**config.mk**
```make
export PLATFORM = sky130hd
export DESIGN_NAME = sas_sequencer
export DESIGN_NICKNAME = d
export VERILOG_FILES = /design/src/inc/sas_pkg.sv /design/src/design/sas_sequencer.sv
export SDC_FILE = /design/constraint.sdc
export NUM_CORES = 1
export LEC_CHECK = 0
export BUFFER_PORTS_ARGS = -buffer_cell sky130_fd_sc_hd__clkbuf_2
export CORE_ASPECT_RATIO = 0.9
export CORE_UTILIZATION = 55
export DETAILED_ROUTE_END_ITERATION = 8
export PLACE_DENSITY_LB_ADDON = 0.25
export SLEW_MARGIN = 20
export SYNTH_ARGS = -nofsm -noshare
export SYNTH_HDL_FRONTEND = slang
export SYNTH_SLANG_ARGS = --single-unit
```
**constraint.sdc**
```tcl
create_clock -name clock -period 4.4 [get_ports clock]
set_clock_uncertainty 0.05 [all_clocks]
set_input_delay 0.22 -clock clock [delete_from_list [all_inputs] [get_ports clock]]
set_output_delay 0.22 -clock clock [all_outputs]
set_load 0.01 [all_outputs]
```
**src/inc/sas_pkg.sv**
```systemverilog
// Constants, register layout and carrier types of the SAR converter sequencer
// Behaviour
// - Writing one to the start bit begins a conversion at once; ready drops.
// - A conversion lasts 96 clock cycles, then ready returns high.
// - Each finished conversion stores its 12-bit value in the result register.
// - Input select codes 0 to 3 pick external inputs, 4 the temperature sensor.
// - A new input selection applies, without delay, to conversions started after it.
// - With continuous trigger set, conversions start repeatedly without software.
// - With divider zero, each free-running conversion starts when the previous ends.
// - Whole divider n fires every n+1 cycles; fires during a conversion are ignored.
// - Nonzero fraction dithers intervals between whole+1 and whole+2 cycles.
// - With continuous trigger set and a nonzero rotation mask, input select advances to next enabled code.
// - An all-zero rotation mask leaves input select unchanged between conversions.
// - The first rotating sample uses the current selection even if masked off.
// - With capture enabled, each finished conversion is pushed into an 8-entry queue.
// - Completion into a full queue sets sticky overflow and drops the sample.
// - With narrowing set, queued entries hold conversion bits 11:4 in bits 7:0.
// - With error tagging set, each queue entry carries the failed-conversion flag.
// - Queue capture enable is cleared by reset.
// - DMA request is high when enabled and queue level reaches the threshold.
// - Interrupt is high when level reaches threshold, gated by the enable mask.
// - The interrupt clears by draining the queue below the threshold, raising the threshold or clearing its enable.
`default_nettype none
package sas_pkg;
    // ------------------------------------------------------------------
    // Timing and sizes
    // ------------------------------------------------------------------
    localparam int unsigned CONV_CYCLES = 96;
    localparam logic [6:0]  CONV_LAST   = 7'(CONV_CYCLES - 1);
    localparam logic [3:0]  QUEUE_DEPTH = 4'h8;
    localparam int unsigned NUM_INPUTS  = 5;
    // ------------------------------------------------------------------
    // Register offsets (byte addresses)
    // ------------------------------------------------------------------
    localparam logic [11:0] OFS_CTRL   = 12'h000;
    localparam logic [11:0] OFS_RESULT = 12'h004;
    localparam logic [11:0] OFS_QCS    = 12'h008;
    localparam logic [11:0] OFS_QDATA  = 12'h00c;
    localparam logic [11:0] OFS_DIV    = 12'h010;
    localparam logic [11:0] OFS_IRQEN  = 12'h014;
    localparam logic [11:0] OFS_IRQST  = 12'h018;
    // ------------------------------------------------------------------
    // Field positions
    // ------------------------------------------------------------------
    localparam int CTRL_ONCE   = 0;
    localparam int CTRL_MANY   = 1;
    localparam int CTRL_READY  = 8;
    localparam int CTRL_ERR    = 9;
    localparam int CTRL_SEL    = 12;
    localparam int CTRL_MASK   = 16;
    localparam int QCS_EN      = 0;
    localparam int QCS_NARROW  = 1;
    localparam int QCS_ERRTAG  = 2;
    localparam int QCS_DREQ    = 3;
    localparam int QCS_EMPTY   = 8;
    localparam int QCS_FULL    = 9;
    localparam int QCS_OVER    = 10;
    localparam int QCS_LEVEL   = 16;
    localparam int QCS_THRESH  = 24;
    localparam int QDATA_ERR   = 15;
    localparam int DIV_FRAC    = 0;
    localparam int DIV_WHOLE   = 8;
    // ------------------------------------------------------------------
    // Reset values
    // ------------------------------------------------------------------
    localparam logic [2:0]  RST_SEL    = 3'h0;
    localparam logic [4:0]  RST_MASK   = 5'h00;
    localparam logic [3:0]  RST_THRESH = 4'h0;
    localparam logic [15:0] RST_WHOLE  = 16'h0000;
    localparam logic [7:0]  RST_FRAC   = 8'h00;
    // ------------------------------------------------------------------
    // Carrier types
    // ------------------------------------------------------------------
    typedef struct packed {
        logic        err;
        logic [11:0] value;
    } sas_sample_t;
endpackage
`default_nettype wire

```
**src/design/sas_sequencer.sv**
```systemverilog
// SAR converter sequencer: APB registers, pacer, rotation and sample queue
//
// Register access over APB and the register offsets were decided locally.
`default_nettype none
module sas_sequencer
    import sas_pkg::*;
(
    // Clock and reset
    input  wire logic        clock,
    input  wire logic        rst,
    // APB slave
    input  wire logic        psel,
    input  wire logic        penable,
    input  wire logic        pwrite,
    input  wire logic [11:0] paddr,
    input  wire logic [31:0] pwdata,
    output logic      [31:0] prdata,
    output logic             pready,
    output logic             pslverr,
    // Analogue converter side
    output logic             sarStart,
    output logic      [2:0]  sarChannel,
    input  wire sas_sample_t sarSample,
    // System requests
    output logic             sampleRequest,
    output logic             irq
);
    // ------------------------------------------------------------------
    // Bus decode
    // ------------------------------------------------------------------
    logic       apbAcc;
    logic       wrEn;
    logic       rdEn;
    logic       selCtrl;
    logic       selResult;
    logic       selQcs;
    logic       selQdata;
    logic       selDiv;
    logic       selIrqEn;
    logic       selIrqSt;
    logic       mapped;
    logic       ctrlWr;
    logic       qcsWr;
    logic       divWr;
    logic       irqEnWr;
    logic       onceWr;
    logic       popReq;

    // Zero-wait slave: every access completes in its first access cycle
    assign apbAcc    = psel & penable;
    assign wrEn      = apbAcc & pwrite;
    assign rdEn      = apbAcc & ~pwrite;
    assign selCtrl   = (paddr == OFS_CTRL);
    assign selResult = (paddr == OFS_RESULT);
    assign selQcs    = (paddr == OFS_QCS);
    assign selQdata  = (paddr == OFS_QDATA);
    assign selDiv    = (paddr == OFS_DIV);
    assign selIrqEn  = (paddr == OFS_IRQEN);
    assign selIrqSt  = (paddr == OFS_IRQST);
    assign mapped    = selCtrl | selResult | selQcs | selQdata | selDiv | selIrqEn | selIrqSt;
    assign ctrlWr    = wrEn & selCtrl;
    assign qcsWr     = wrEn & selQcs;
    assign divWr     = wrEn & selDiv;
    assign irqEnWr   = wrEn & selIrqEn;
    assign onceWr    = ctrlWr & pwdata[CTRL_ONCE];
    assign pready    = 1'b1;
    assign pslverr   = apbAcc & ~mapped;

    // ------------------------------------------------------------------
    // State
    // ------------------------------------------------------------------
    logic        many_q;
    logic [2:0]  inputSel_q;
    logic [4:0]  mask_q;
    logic        busy_q;
    logic [6:0]  cnt_q;
    logic        startPulse_q;
    logic [2:0]  chan_q;
    logic [11:0] result_q;
    logic        errLast_q;
    logic        capEn_q;
    logic        narrow_q;
    logic        errTag_q;
    logic        dreqEn_q;
    logic        over_q;
    logic [3:0]  thresh_q;
    logic [15:0] whole_q;
    logic [7:0]  frac_q;
    logic [16:0] paceCnt_q;
    logic [7:0]  acc_q;
    logic        irqEn_q;
    logic [2:0]  wrPtr_q;
    logic [2:0]  rdPtr_q;
    logic [3:0]  level_q;
    sas_sample_t mem [8];

    // ------------------------------------------------------------------
    // Channel rotation
    // ------------------------------------------------------------------
    // Next code after cur whose mask bit is set; scanning downward lets the
    // nearest candidate win. Out-of-range codes wrap into the five inputs.
    function automatic logic [2:0] rotNext(input logic [2:0] cur, input logic [4:0] mask);
        logic [2:0] pick;
        logic [2:0] cand;
        pick = cur;
        cand = cur;
        for (int i = NUM_INPUTS; i >= 1; i--)
        begin
            cand = 3'((int'(cur) + i) % NUM_INPUTS);
            if (mask[cand])
                pick = cand;
        end
        return pick;
    endfunction

    logic       doneNow;
    logic       rotEn;
    logic [2:0] rotSel;
    logic [2:0] startSel;
    logic [2:0] inputSel_d;

    assign doneNow  = busy_q & (cnt_q == CONV_LAST);
    assign rotEn    = many_q & (mask_q != 5'h00);
    assign rotSel   = rotNext(inputSel_q, mask_q);
    // A write in the start cycle is seen by that conversion, no settling
    assign startSel = ctrlWr ? pwdata[CTRL_SEL+:3] :
                      (doneNow & rotEn) ? rotSel : inputSel_q;
    assign inputSel_d = startSel;

    // ------------------------------------------------------------------
    // Pacer
    // ------------------------------------------------------------------
    logic [8:0]  paceSum;
    logic        divZero;
    logic        paceFire;
    logic        paceLoad;
    logic [15:0] whole_d;
    logic [7:0]  frac_d;
    logic [16:0] paceCnt_d;
    logic [7:0]  acc_d;

    assign whole_d   = divWr ? pwdata[DIV_WHOLE+:16] : whole_q;
    assign frac_d    = divWr ? pwdata[DIV_FRAC+:8] : frac_q;
    assign divZero   = (whole_q == 16'h0000) & (frac_q == 8'h00);
    assign paceSum   = {1'b0, acc_q} + {1'b0, frac_q};
    assign paceFire  = many_q & ~divZero & (paceCnt_q == 17'h00000);
    // Writing the divider or stopping restarts the interval from scratch
    assign paceLoad  = ~many_q | divWr;
    assign paceCnt_d = paceLoad ? {1'b0, whole_d} :
                       paceFire ? ({1'b0, whole_q} + {16'h0000, paceSum[8]}) :
                       (paceCnt_q - 17'h00001);
    assign acc_d     = paceLoad ? 8'h00 : paceFire ? paceSum[7:0] : acc_q;

    // ------------------------------------------------------------------
    // Conversion control
    // ------------------------------------------------------------------
    logic       startEvt;
    logic       busy_d;
    logic [6:0] cnt_d;

    // Pacer fires while busy are dropped; divider zero restarts on completion
    assign startEvt = onceWr |
                      (many_q & (divZero ? (~busy_q | doneNow) : (paceFire & ~busy_q)));
    assign busy_d   = startEvt | (busy_q & ~doneNow);
    assign cnt_d    = startEvt ? 7'h00 : busy_q ? (cnt_q + 7'h01) : cnt_q;

    // Converter sequencing registers
    always_ff @(posedge clock)
    begin
        if (rst)
        begin
            busy_q       <= 1'b0;
            cnt_q        <= 7'h00;
            startPulse_q <= 1'b0;
            chan_q       <= RST_SEL;
            inputSel_q   <= RST_SEL;
        end
        else
        begin
            busy_q       <= busy_d;
            cnt_q        <= cnt_d;
            startPulse_q <= startEvt;
            chan_q       <= startEvt ? startSel : chan_q;
            inputSel_q   <= inputSel_d;
        end
    end

    // Result and error of the latest conversion
    always_ff @(posedge clock)
    begin
        if (rst)
        begin
            result_q  <= 12'h000;
            errLast_q <= 1'b0;
        end
        else if (doneNow)
        begin
            result_q  <= sarSample.value;
            errLast_q <= sarSample.err;
        end
    end

    // Pacer registers
    always_ff @(posedge clock)
    begin
        if (rst)
        begin
            paceCnt_q <= {1'b0, RST_WHOLE};
            acc_q     <= 8'h00;
        end
        else
        begin
            paceCnt_q <= paceCnt_d;
            acc_q     <= acc_d;
        end
    end

    // Software configuration
    always_ff @(posedge clock)
    begin
        if (rst)
        begin
            many_q   <= 1'b0;
            mask_q   <= RST_MASK;
            capEn_q  <= 1'b0;
            narrow_q <= 1'b0;
            errTag_q <= 1'b0;
            dreqEn_q <= 1'b0;
            thresh_q <= RST_THRESH;
            whole_q  <= RST_WHOLE;
            frac_q   <= RST_FRAC;
            irqEn_q  <= 1'b0;
        end
        else
        begin
            if (ctrlWr)
            begin
                many_q <= pwdata[CTRL_MANY];
                mask_q <= pwdata[CTRL_MASK+:5];
            end
            if (qcsWr)
            begin
                capEn_q  <= pwdata[QCS_EN];
                narrow_q <= pwdata[QCS_NARROW];
                errTag_q <= pwdata[QCS_ERRTAG];
                dreqEn_q <= pwdata[QCS_DREQ];
                thresh_q <= pwdata[QCS_THRESH+:4];
            end
            whole_q <= whole_d;
            frac_q  <= frac_d;
            if (irqEnWr)
                irqEn_q <= pwdata[0];
        end
    end

    // ------------------------------------------------------------------
    // Sample queue
    // ------------------------------------------------------------------
    logic        qEmpty;
    logic        qFull;
    logic        pushReq;
    logic        pushOk;
    logic        overSet;
    sas_sample_t pushEntry;
    sas_sample_t headEntry;
    logic [3:0]  level_d;

    assign qEmpty   = (level_q == 4'h0);
    assign qFull    = (level_q == QUEUE_DEPTH);
    assign pushReq  = doneNow & capEn_q;
    assign pushOk   = pushReq & ~qFull;
    assign overSet  = pushReq & qFull;
    assign popReq   = rdEn & selQdata & ~qEmpty;
    assign pushEntry.value = narrow_q ? {4'h0, sarSample.value[11:4]} : sarSample.value;
    assign pushEntry.err   = errTag_q & sarSample.err;
    assign headEntry = mem[rdPtr_q];
    assign level_d  = level_q + {3'h0, pushOk} - {3'h0, popReq};

    // Storage holds no control state, so it is left out of reset
    always_ff @(posedge clock)
    begin
        if (pushOk)
            mem[wrPtr_q] <= pushEntry;
    end

    // Queue pointers, level and sticky overflow; a new overflow beats a clear
    always_ff @(posedge clock)
    begin
        if (rst)
        begin
            wrPtr_q <= 3'h0;
            rdPtr_q <= 3'h0;
            level_q <= 4'h0;
            over_q  <= 1'b0;
        end
        else
        begin
            wrPtr_q <= wrPtr_q + {2'h0, pushOk};
            rdPtr_q <= rdPtr_q + {2'h0, popReq};
            level_q <= level_d;
            over_q  <= overSet | (over_q & ~(qcsWr & pwdata[QCS_OVER]));
        end
    end

    // ------------------------------------------------------------------
    // Requests and read-back
    // ------------------------------------------------------------------
    logic        levelMet;
    logic        irqStatus;
    logic [31:0] ctrlRd;
    logic [31:0] qcsRd;
    logic [31:0] qdataRd;

    // Level-driven: clears when the queue drains below threshold, the threshold is raised or the enable is cleared
    assign levelMet      = (level_q >= thresh_q);
    assign sampleRequest = dreqEn_q & levelMet;
    assign irqStatus     = irqEn_q & levelMet;
    assign irq           = irqStatus;
    assign sarStart      = startPulse_q;
    assign sarChannel    = chan_q;
    // Register images for read-back
    always_comb
    begin
        ctrlRd                  = 32'h00000000;
        ctrlRd[CTRL_MANY]       = many_q;
        ctrlRd[CTRL_READY]      = ~busy_q;
        ctrlRd[CTRL_ERR]        = errLast_q;
        ctrlRd[CTRL_SEL+:3]     = inputSel_q;
        ctrlRd[CTRL_MASK+:5]    = mask_q;
        qcsRd                   = 32'h00000000;
        qcsRd[QCS_EN]           = capEn_q;
        qcsRd[QCS_NARROW]       = narrow_q;
        qcsRd[QCS_ERRTAG]       = errTag_q;
        qcsRd[QCS_DREQ]         = dreqEn_q;
        qcsRd[QCS_EMPTY]        = qEmpty;
        qcsRd[QCS_FULL]         = qFull;
        qcsRd[QCS_OVER]         = over_q;
        qcsRd[QCS_LEVEL+:4]     = level_q;
        qcsRd[QCS_THRESH+:4]    = thresh_q;
        qdataRd                 = 32'h00000000;
        qdataRd[11:0]           = qEmpty ? 12'h000 : headEntry.value;
        qdataRd[QDATA_ERR]      = ~qEmpty & headEntry.err;
    end
    // Read data mux; unmapped offsets read zero with an error
    assign prdata = ~rdEn ? 32'h00000000 :
                    selCtrl   ? ctrlRd :
                    selResult ? {20'h00000, result_q} :
                    selQcs    ? qcsRd :
                    selQdata  ? qdataRd :
                    selDiv    ? {8'h00, whole_q, frac_q} :
                    selIrqEn  ? {31'h00000000, irqEn_q} :
                    selIrqSt  ? {31'h00000000, irqStatus} : 32'h00000000;
    // ------------------------------------------------------------------
    // Assertions
    // ------------------------------------------------------------------
    logic [7:0] sinceStart_q;
    // Cycles since the latest start, saturating; read only by checks
    always_ff @(posedge clock)
    begin
        if (rst)
            sinceStart_q <= 8'hff;
        else if (startEvt)
            sinceStart_q <= 8'h00;
        else if (sinceStart_q != 8'hff)
            sinceStart_q <= sinceStart_q + 8'h01;
    end
endmodule
`default_nettype wire

```
; ---- Word-level counts from Yosys, hierarchy flattened
; Memories as Yosys holds them, arrays and structs flattened. A register that Yosys moved wholly into a read port is not among the register bits.
; Cells that the tools add are included.
[classes]
n_addsub = 13
div_mod_pow = 5
order_cmp = 6
n_eq_ne = 8
muxes = 34
bitwise_logic = 49
n_reduce_logical = 8
[op_table]
columns = op, n
row1 = $mod 32x3->32 const B, 5
row2 = $mux 28, 4
row3 = $mux 24, 2
row4 = $eq 12x5->1 const B, 3
row5 = $mux 16, 2
row6 = $and 1x1->1, 29
row7 = $eq 12x4->1 const B, 2
row8 = $mux 12, 2
row9 = $mux 3, 8
row10 = $lt 3x4->1 const B, 5
row11 = $add 16x1->17, 1
row12 = $logic_not 17->1, 1
row13 = $mux 17, 1
row14 = $sub 17x1->17 const B, 1
row15 = $logic_not 16->1, 1
row16 = $bmux 1 s3, 5
row17 = $eq 12x3->1 const B, 1
row18 = $logic_not 12->1, 1
row19 = $or 1x1->1, 11
row20 = $mux 1, 10
row21 = $add 8x8->9, 1
row22 = $not 1->1, 9
row23 = $add 3x2->4 const B, 2
row24 = $add 3x3->4 const B, 2
row25 = 12 further kinds, 14
[totals]
regBits = 103
ramBits = 104
word_cells = 148
mem_count = 1
[mem_list]
columns = name, depth, width, rd, rd_clocked_by_memory_dff, wr, line
row1 = mem, 8, 13, 1, 1, 1, sas_sequencer.sv:95  ; sas_sample_t mem [8];

; ---- Longest topological paths before layout
[logic_depth]
word_depth = 11
mapped_depth = 22
mapped_depth_nobuf = 18

; ---- Worst setup path after synthesis
; Ideal clock, no wire load.
[synth_timing]
kind = flip-flop to flip-flop
from = register inputSel_q[0]
to = register chan_q[2], in the netlist sarChannel[2]
arrival_ns = 4.620
required_time_ns = 4.275
setup_slack_ns = -0.345
path_stages_with_launch = 23
cell_sequence = dfxtp_1 > clkbuf_1 > inv_1 > clkbuf_1 > ha_1 > clkbuf_1 > xnor2_1 > inv_2 > ha_1 > nor2_1 > a21oi_1 > xnor2_2 > ha_1 > inv_1 > o22ai_1 > o21ai_1 > buf_2 > or3b_2 > a21oi_1 > nand4b_1 > a21oi_1 > or4_4 > o22ai_2
[synth_via]
elab_chain_len = 11
elab_cells_between_ends = 27
cone_classes = add/sub (5) / div (5) / mux (17)
[synth_rtl]
columns = element, line
row1 = from (decl), sas_sequencer.sv:73  ; logic [2:0] inputSel_q;
row2 = from (signal assigned), sas_sequencer.sv:184  ; inputSel_q <= inputSel_d;
row3 = $add 3x3->4, sas_sequencer.sv:109  ; cand = 3'((int'(cur) + i) % NUM_INPUTS);
row4 = $mod 32x3->32, sas_sequencer.sv:109
row5 = $bmux 1 s3, sas_sequencer.sv:110  ; if (mask[cand])
row6 = $mux 1 (implied by the code), sas_sequencer.sv:110
row7 = $mux 3 (4 in a row), sas_sequencer.sv:110
row8 = $mux 3 *, sas_sequencer.sv:110
row9 = $mux 3 *, sas_sequencer.sv:127  ; (doneNow & rotEn) ? rotSel : inputSel_q;
row10 = $mux 3 *, sas_sequencer.sv:126  ; assign startSel = ctrlWr ? pwdata[CTRL_SEL+:3] :
row11 = to (signal assigned), sas_sequencer.sv:183  ; chan_q <= startEvt ? startSel : chan_q;
row12 = to (decl), sas_sequencer.sv:78  ; logic [2:0] chan_q;
; Mark *: on every way between the ends. The rest lies on a longest branch, timed or not. The select of a mux whose other input is x is not followed.
; A chain may end at the register's enable or synchronous reset.

; ---- Final worst setup path
[layout_timing]
from = register inputSel_q[2]
to = register chan_q[0], in the netlist sarChannel[0]
; Same word-level chain as after synthesis.

==> metrics.md <==
| Metric | Value |
|---|---|
| Status | completed |
| Hold path depth | 3 |
| Sw Pwr | 826.0 uW |
| CTS clk-pin slew, worst paths | 60 ps |
| Max Cap Viol | 0 |
| EDFF count, synth | 104 |
| Drt pass-1 iters | 5 |
| Worst Setup End Kind | flip-flop |
| Startpoint type of the worst setup path | flip-flop |
| Fraction of registers with async set/reset | 0 |
| Vias | 9,305 |
| DRT antenna net count | 0 |
| Final setup fails | 0 |
| Data arrival, critical path | 4470 ps |
| Fin area | 13,730 um2 |
| Int Pwr | 3.144 mW |
| Switching Fraction | 0.2081 |
| CTS tree | yes |
| Max rail drop VDD | 0.3861 mV |
| Die W | 155.5 um |
| Netlist cell types | 87 |
| FF+latch count, synth | 207 |
| Clk Latency, worst-skew pair | 530 ps |
| CTS H-Tree Depth | 1 |
| Reg-to-Reg End | sarChannel[0] |
| Initial Utilization | 0.5616 |
| Slew HR | 0.4320 |
| Avg Cell Area, Syn | 10.31 um2 |
| Max Clk Rate | 0.2412 GHz |
| Clock Tree Root | clkbuf_16 |
| I/O pin count | 102 |
| WL per Instance | 19.23 um |
| Routability Congestion | 0.9157 |
| # rows | 50 |
| Setup CP Type | flip-flop to flip-flop |
| Clk sinks | 207 |
| Placeable Area | 20,770 um2 |
| Reg2reg path depth | 14 |
| DP HPWL | 21,250 um |
| Setup total negative slack | 0 ps |
| Leakage | 5.043 nW |
| Synth-to-layout area growth | 17.73% |
| Fin. max-slew vios | 0 |
| Largest net degree at the start of global routing | 46 |
| Area of the die | 21,800 um2 |
| Proportion of power drawn by combinational gates | 0.028 |
| Vias in the first global route | 8,983 |
| Clk buf depth | 3 |
| Final-layout fill cell count | 1,626 |
| Unrepaired setup endpoints after global routing | false |
| # diodes | 0 |
| Min-Delay Endpoint | whole_q[15] |
| WP data required | 4720 ps |
| Final period utilization | 0.9422 |
| Seq/Total Area, Yosys | 0.4445 |
| First-pass GRT wire length | 47,310 um |
| Final hold viol count | 0 |
| Multi-input logic area | 6077 um2 |
| Total track usage | 0.2791 |
| Synthesis warning total | 0 |
| Worst-Margin Slew | 852.1 ps |
| Synth Cell Area | 11,660 um2 |
| Die H | 140.2 um |
| Storage cell area | 5191 um2 |
| Initial antenna violation count | 0 |
| Hold Crit Class | input port to flip-flop |
| Total grt overflow | 0 |
| CP max FO | 4 |
| Top flip-flop cell by instance count after synthesis | edfxtp_1 |
| Cell Pwr Density | 289.1 nW/um2 |
| Area after DPL | 12,600 um2 |
| Flop pwr share | 0.509 |
| Mapped Cells | 1,131 |
| Nets@finish | 1,388 |
| Share of cells above drive strength 1 | 0.2008 |
| Starting DRT DRC Count | 958 |
| Min-delay src | pwdata[23] |
| Tmin final | 4146 ps |
| DRC viols | 0 |
| Port bufs | 92 |
| Clock power share | 0.463 |
| Vias per inst | 5.923 |
| CTS Buf Count | 22 |
| Worst r2r src | inputSel_q[2] |
| Flop-to-flop setup slack | 250 ps |
| DRT Wirelength | 30,220 um |
[routing by layer]
metal	global-route usage	routed length (um)
met2	0.4491	14230
met3	0.05074	2531
met1	0.3865	12820
met4	0.07946	633
met5	0	0
[state kept, by name, indices dropped and copies added (netlist names), 4 cells and up]
| signal | cells |
|---|---|
| result_q | 12 |
| thresh_q | 4 |
| acc_q | 8 |
| whole_q | 16 |
| mask_q | 5 |
| mem | 104 |
| cnt_q | 7 |
| paceCnt_q | 17 |
| level_q | 4 |
| frac_q | 8 |
[layout make-up]
cell class                      count  share of cell area
Clock buffer                       26             0.04264
Clock inverter                     14             0.01039
Inverter                           48             0.01330
Multi-Input combinational cell    813              0.4425
Sequential cell                   207              0.3780
Tap cell                          286             0.02606
Timing Repair Buffer              177             0.08710
[kinds of logic (layout without fill, tap and decap cells)]
| group | after synthesis | count (layout) | share of synthesized area |
|---|---|---|---|
| compound gates | 226 | 226 | 0.1352 |
| simple gates | 369 | 369 | 0.1565 |
| buf+inv | 114 | 265 | 0.03990 |
| flops | 207 | 207 | 0.4445 |
| xor+xnor | 50 | 50 | 0.03979 |
| other cells | 2 | 5 | 0.0006438 |
| mux | 106 | 106 | 0.1205 |
| fa+ha+maj | 57 | 57 | 0.06307 |
[power by group through the flow]
stage	clock, mW	sequential, mW	combinational, mW
final	1.84	2.02	0.111
after global routing	1.94	2.02	0.118
after CTS	1.87	2.02	0.109
after detailed placement	0	2.06	0.0819
after global placement	0	2.06	0.0805
after floorplan	0	2.06	0.0357
[synthesized netlist by cell type (all sizes together), types with 26 or more instances]
cell,n,area share
ha,54,0.058
nor2,123,0.040
mux2i,65,0.056
mux4,26,0.050
dfxtp,103,0.18
clkbuf,48,0.015
inv,48,0.016
nand2,84,0.027
xnor2,30,0.023
o21ai,30,0.013
a21oi,65,0.028
edfxtp,104,0.27
[what timing repair did]
action	CTS	global route
resized for setup	0	6
endpoints found under the setup margin	0	6
hold endpoints to repair	49	0
hold buffers	39	0
setup buffers	0	0
[critical path, stage by stage (launching register included)]
cell      delay [ps]
dfxtp_1          330
inv_1             80
ha_1             200
ha_1             210
or2_2            330
ha_1             310
or4b_2           630
o311ai_1         180
o21a_1           310
mux2_2           380
o221a_2          270
o21ai_0          210
a31oi_1          130
o21ai_0          270
o221ai_1         140
[worst max-delay path by stage]
stage                          to           from  slack [ps]
floorplan           sarChannel[2]  inputSel_q[0]          20
global placement    sarChannel[0]  inputSel_q[0]         290
detailed placement  inputSel_q[1]  inputSel_q[1]         210
CTS                 inputSel_q[1]  inputSel_q[1]         180
global route        inputSel_q[0]  inputSel_q[1]          50
finish              sarChannel[0]  inputSel_q[2]         250
[cells in the final DEF, fill, tap and decap left out, types with 15 or more instances in the layout]
cell	Yosys	final
nor2_1	121	120
edfxtp_1	104	104
dfxtp_1	103	100
clkbuf_2	0	92
nand2_1	84	84
mux2i_1	65	65
a21oi_1	65	65
ha_1	54	53
inv_1	46	46
buf_4	7	46
dlygate4sd3_1	0	39
xnor2_1	29	28
mux4_2	26	26
nand3_1	25	25
o21ai_0	25	25
clkbuf_16	0	22
xor2_1	19	19
nor3_1	20	16
nor2b_1	15	15
mux2_2	15	15
[stage by stage]
stage               total power [mW]  instances    util  hold WS [ps]  setup WS [ps]
global placement               2.143       1492  0.6066         393.8          291.8
floorplan                      2.098       1134       -         306.0          19.48
detailed placement             2.144       1492  0.6068         396.2          212.7
finish                         3.970       1571  0.6612         26.21          254.4
CTS                            3.996       1571  0.6607         7.205          178.4
global route                   4.079       1571  0.6612         30.07          52.96
(Power assumes the default switching activity.)
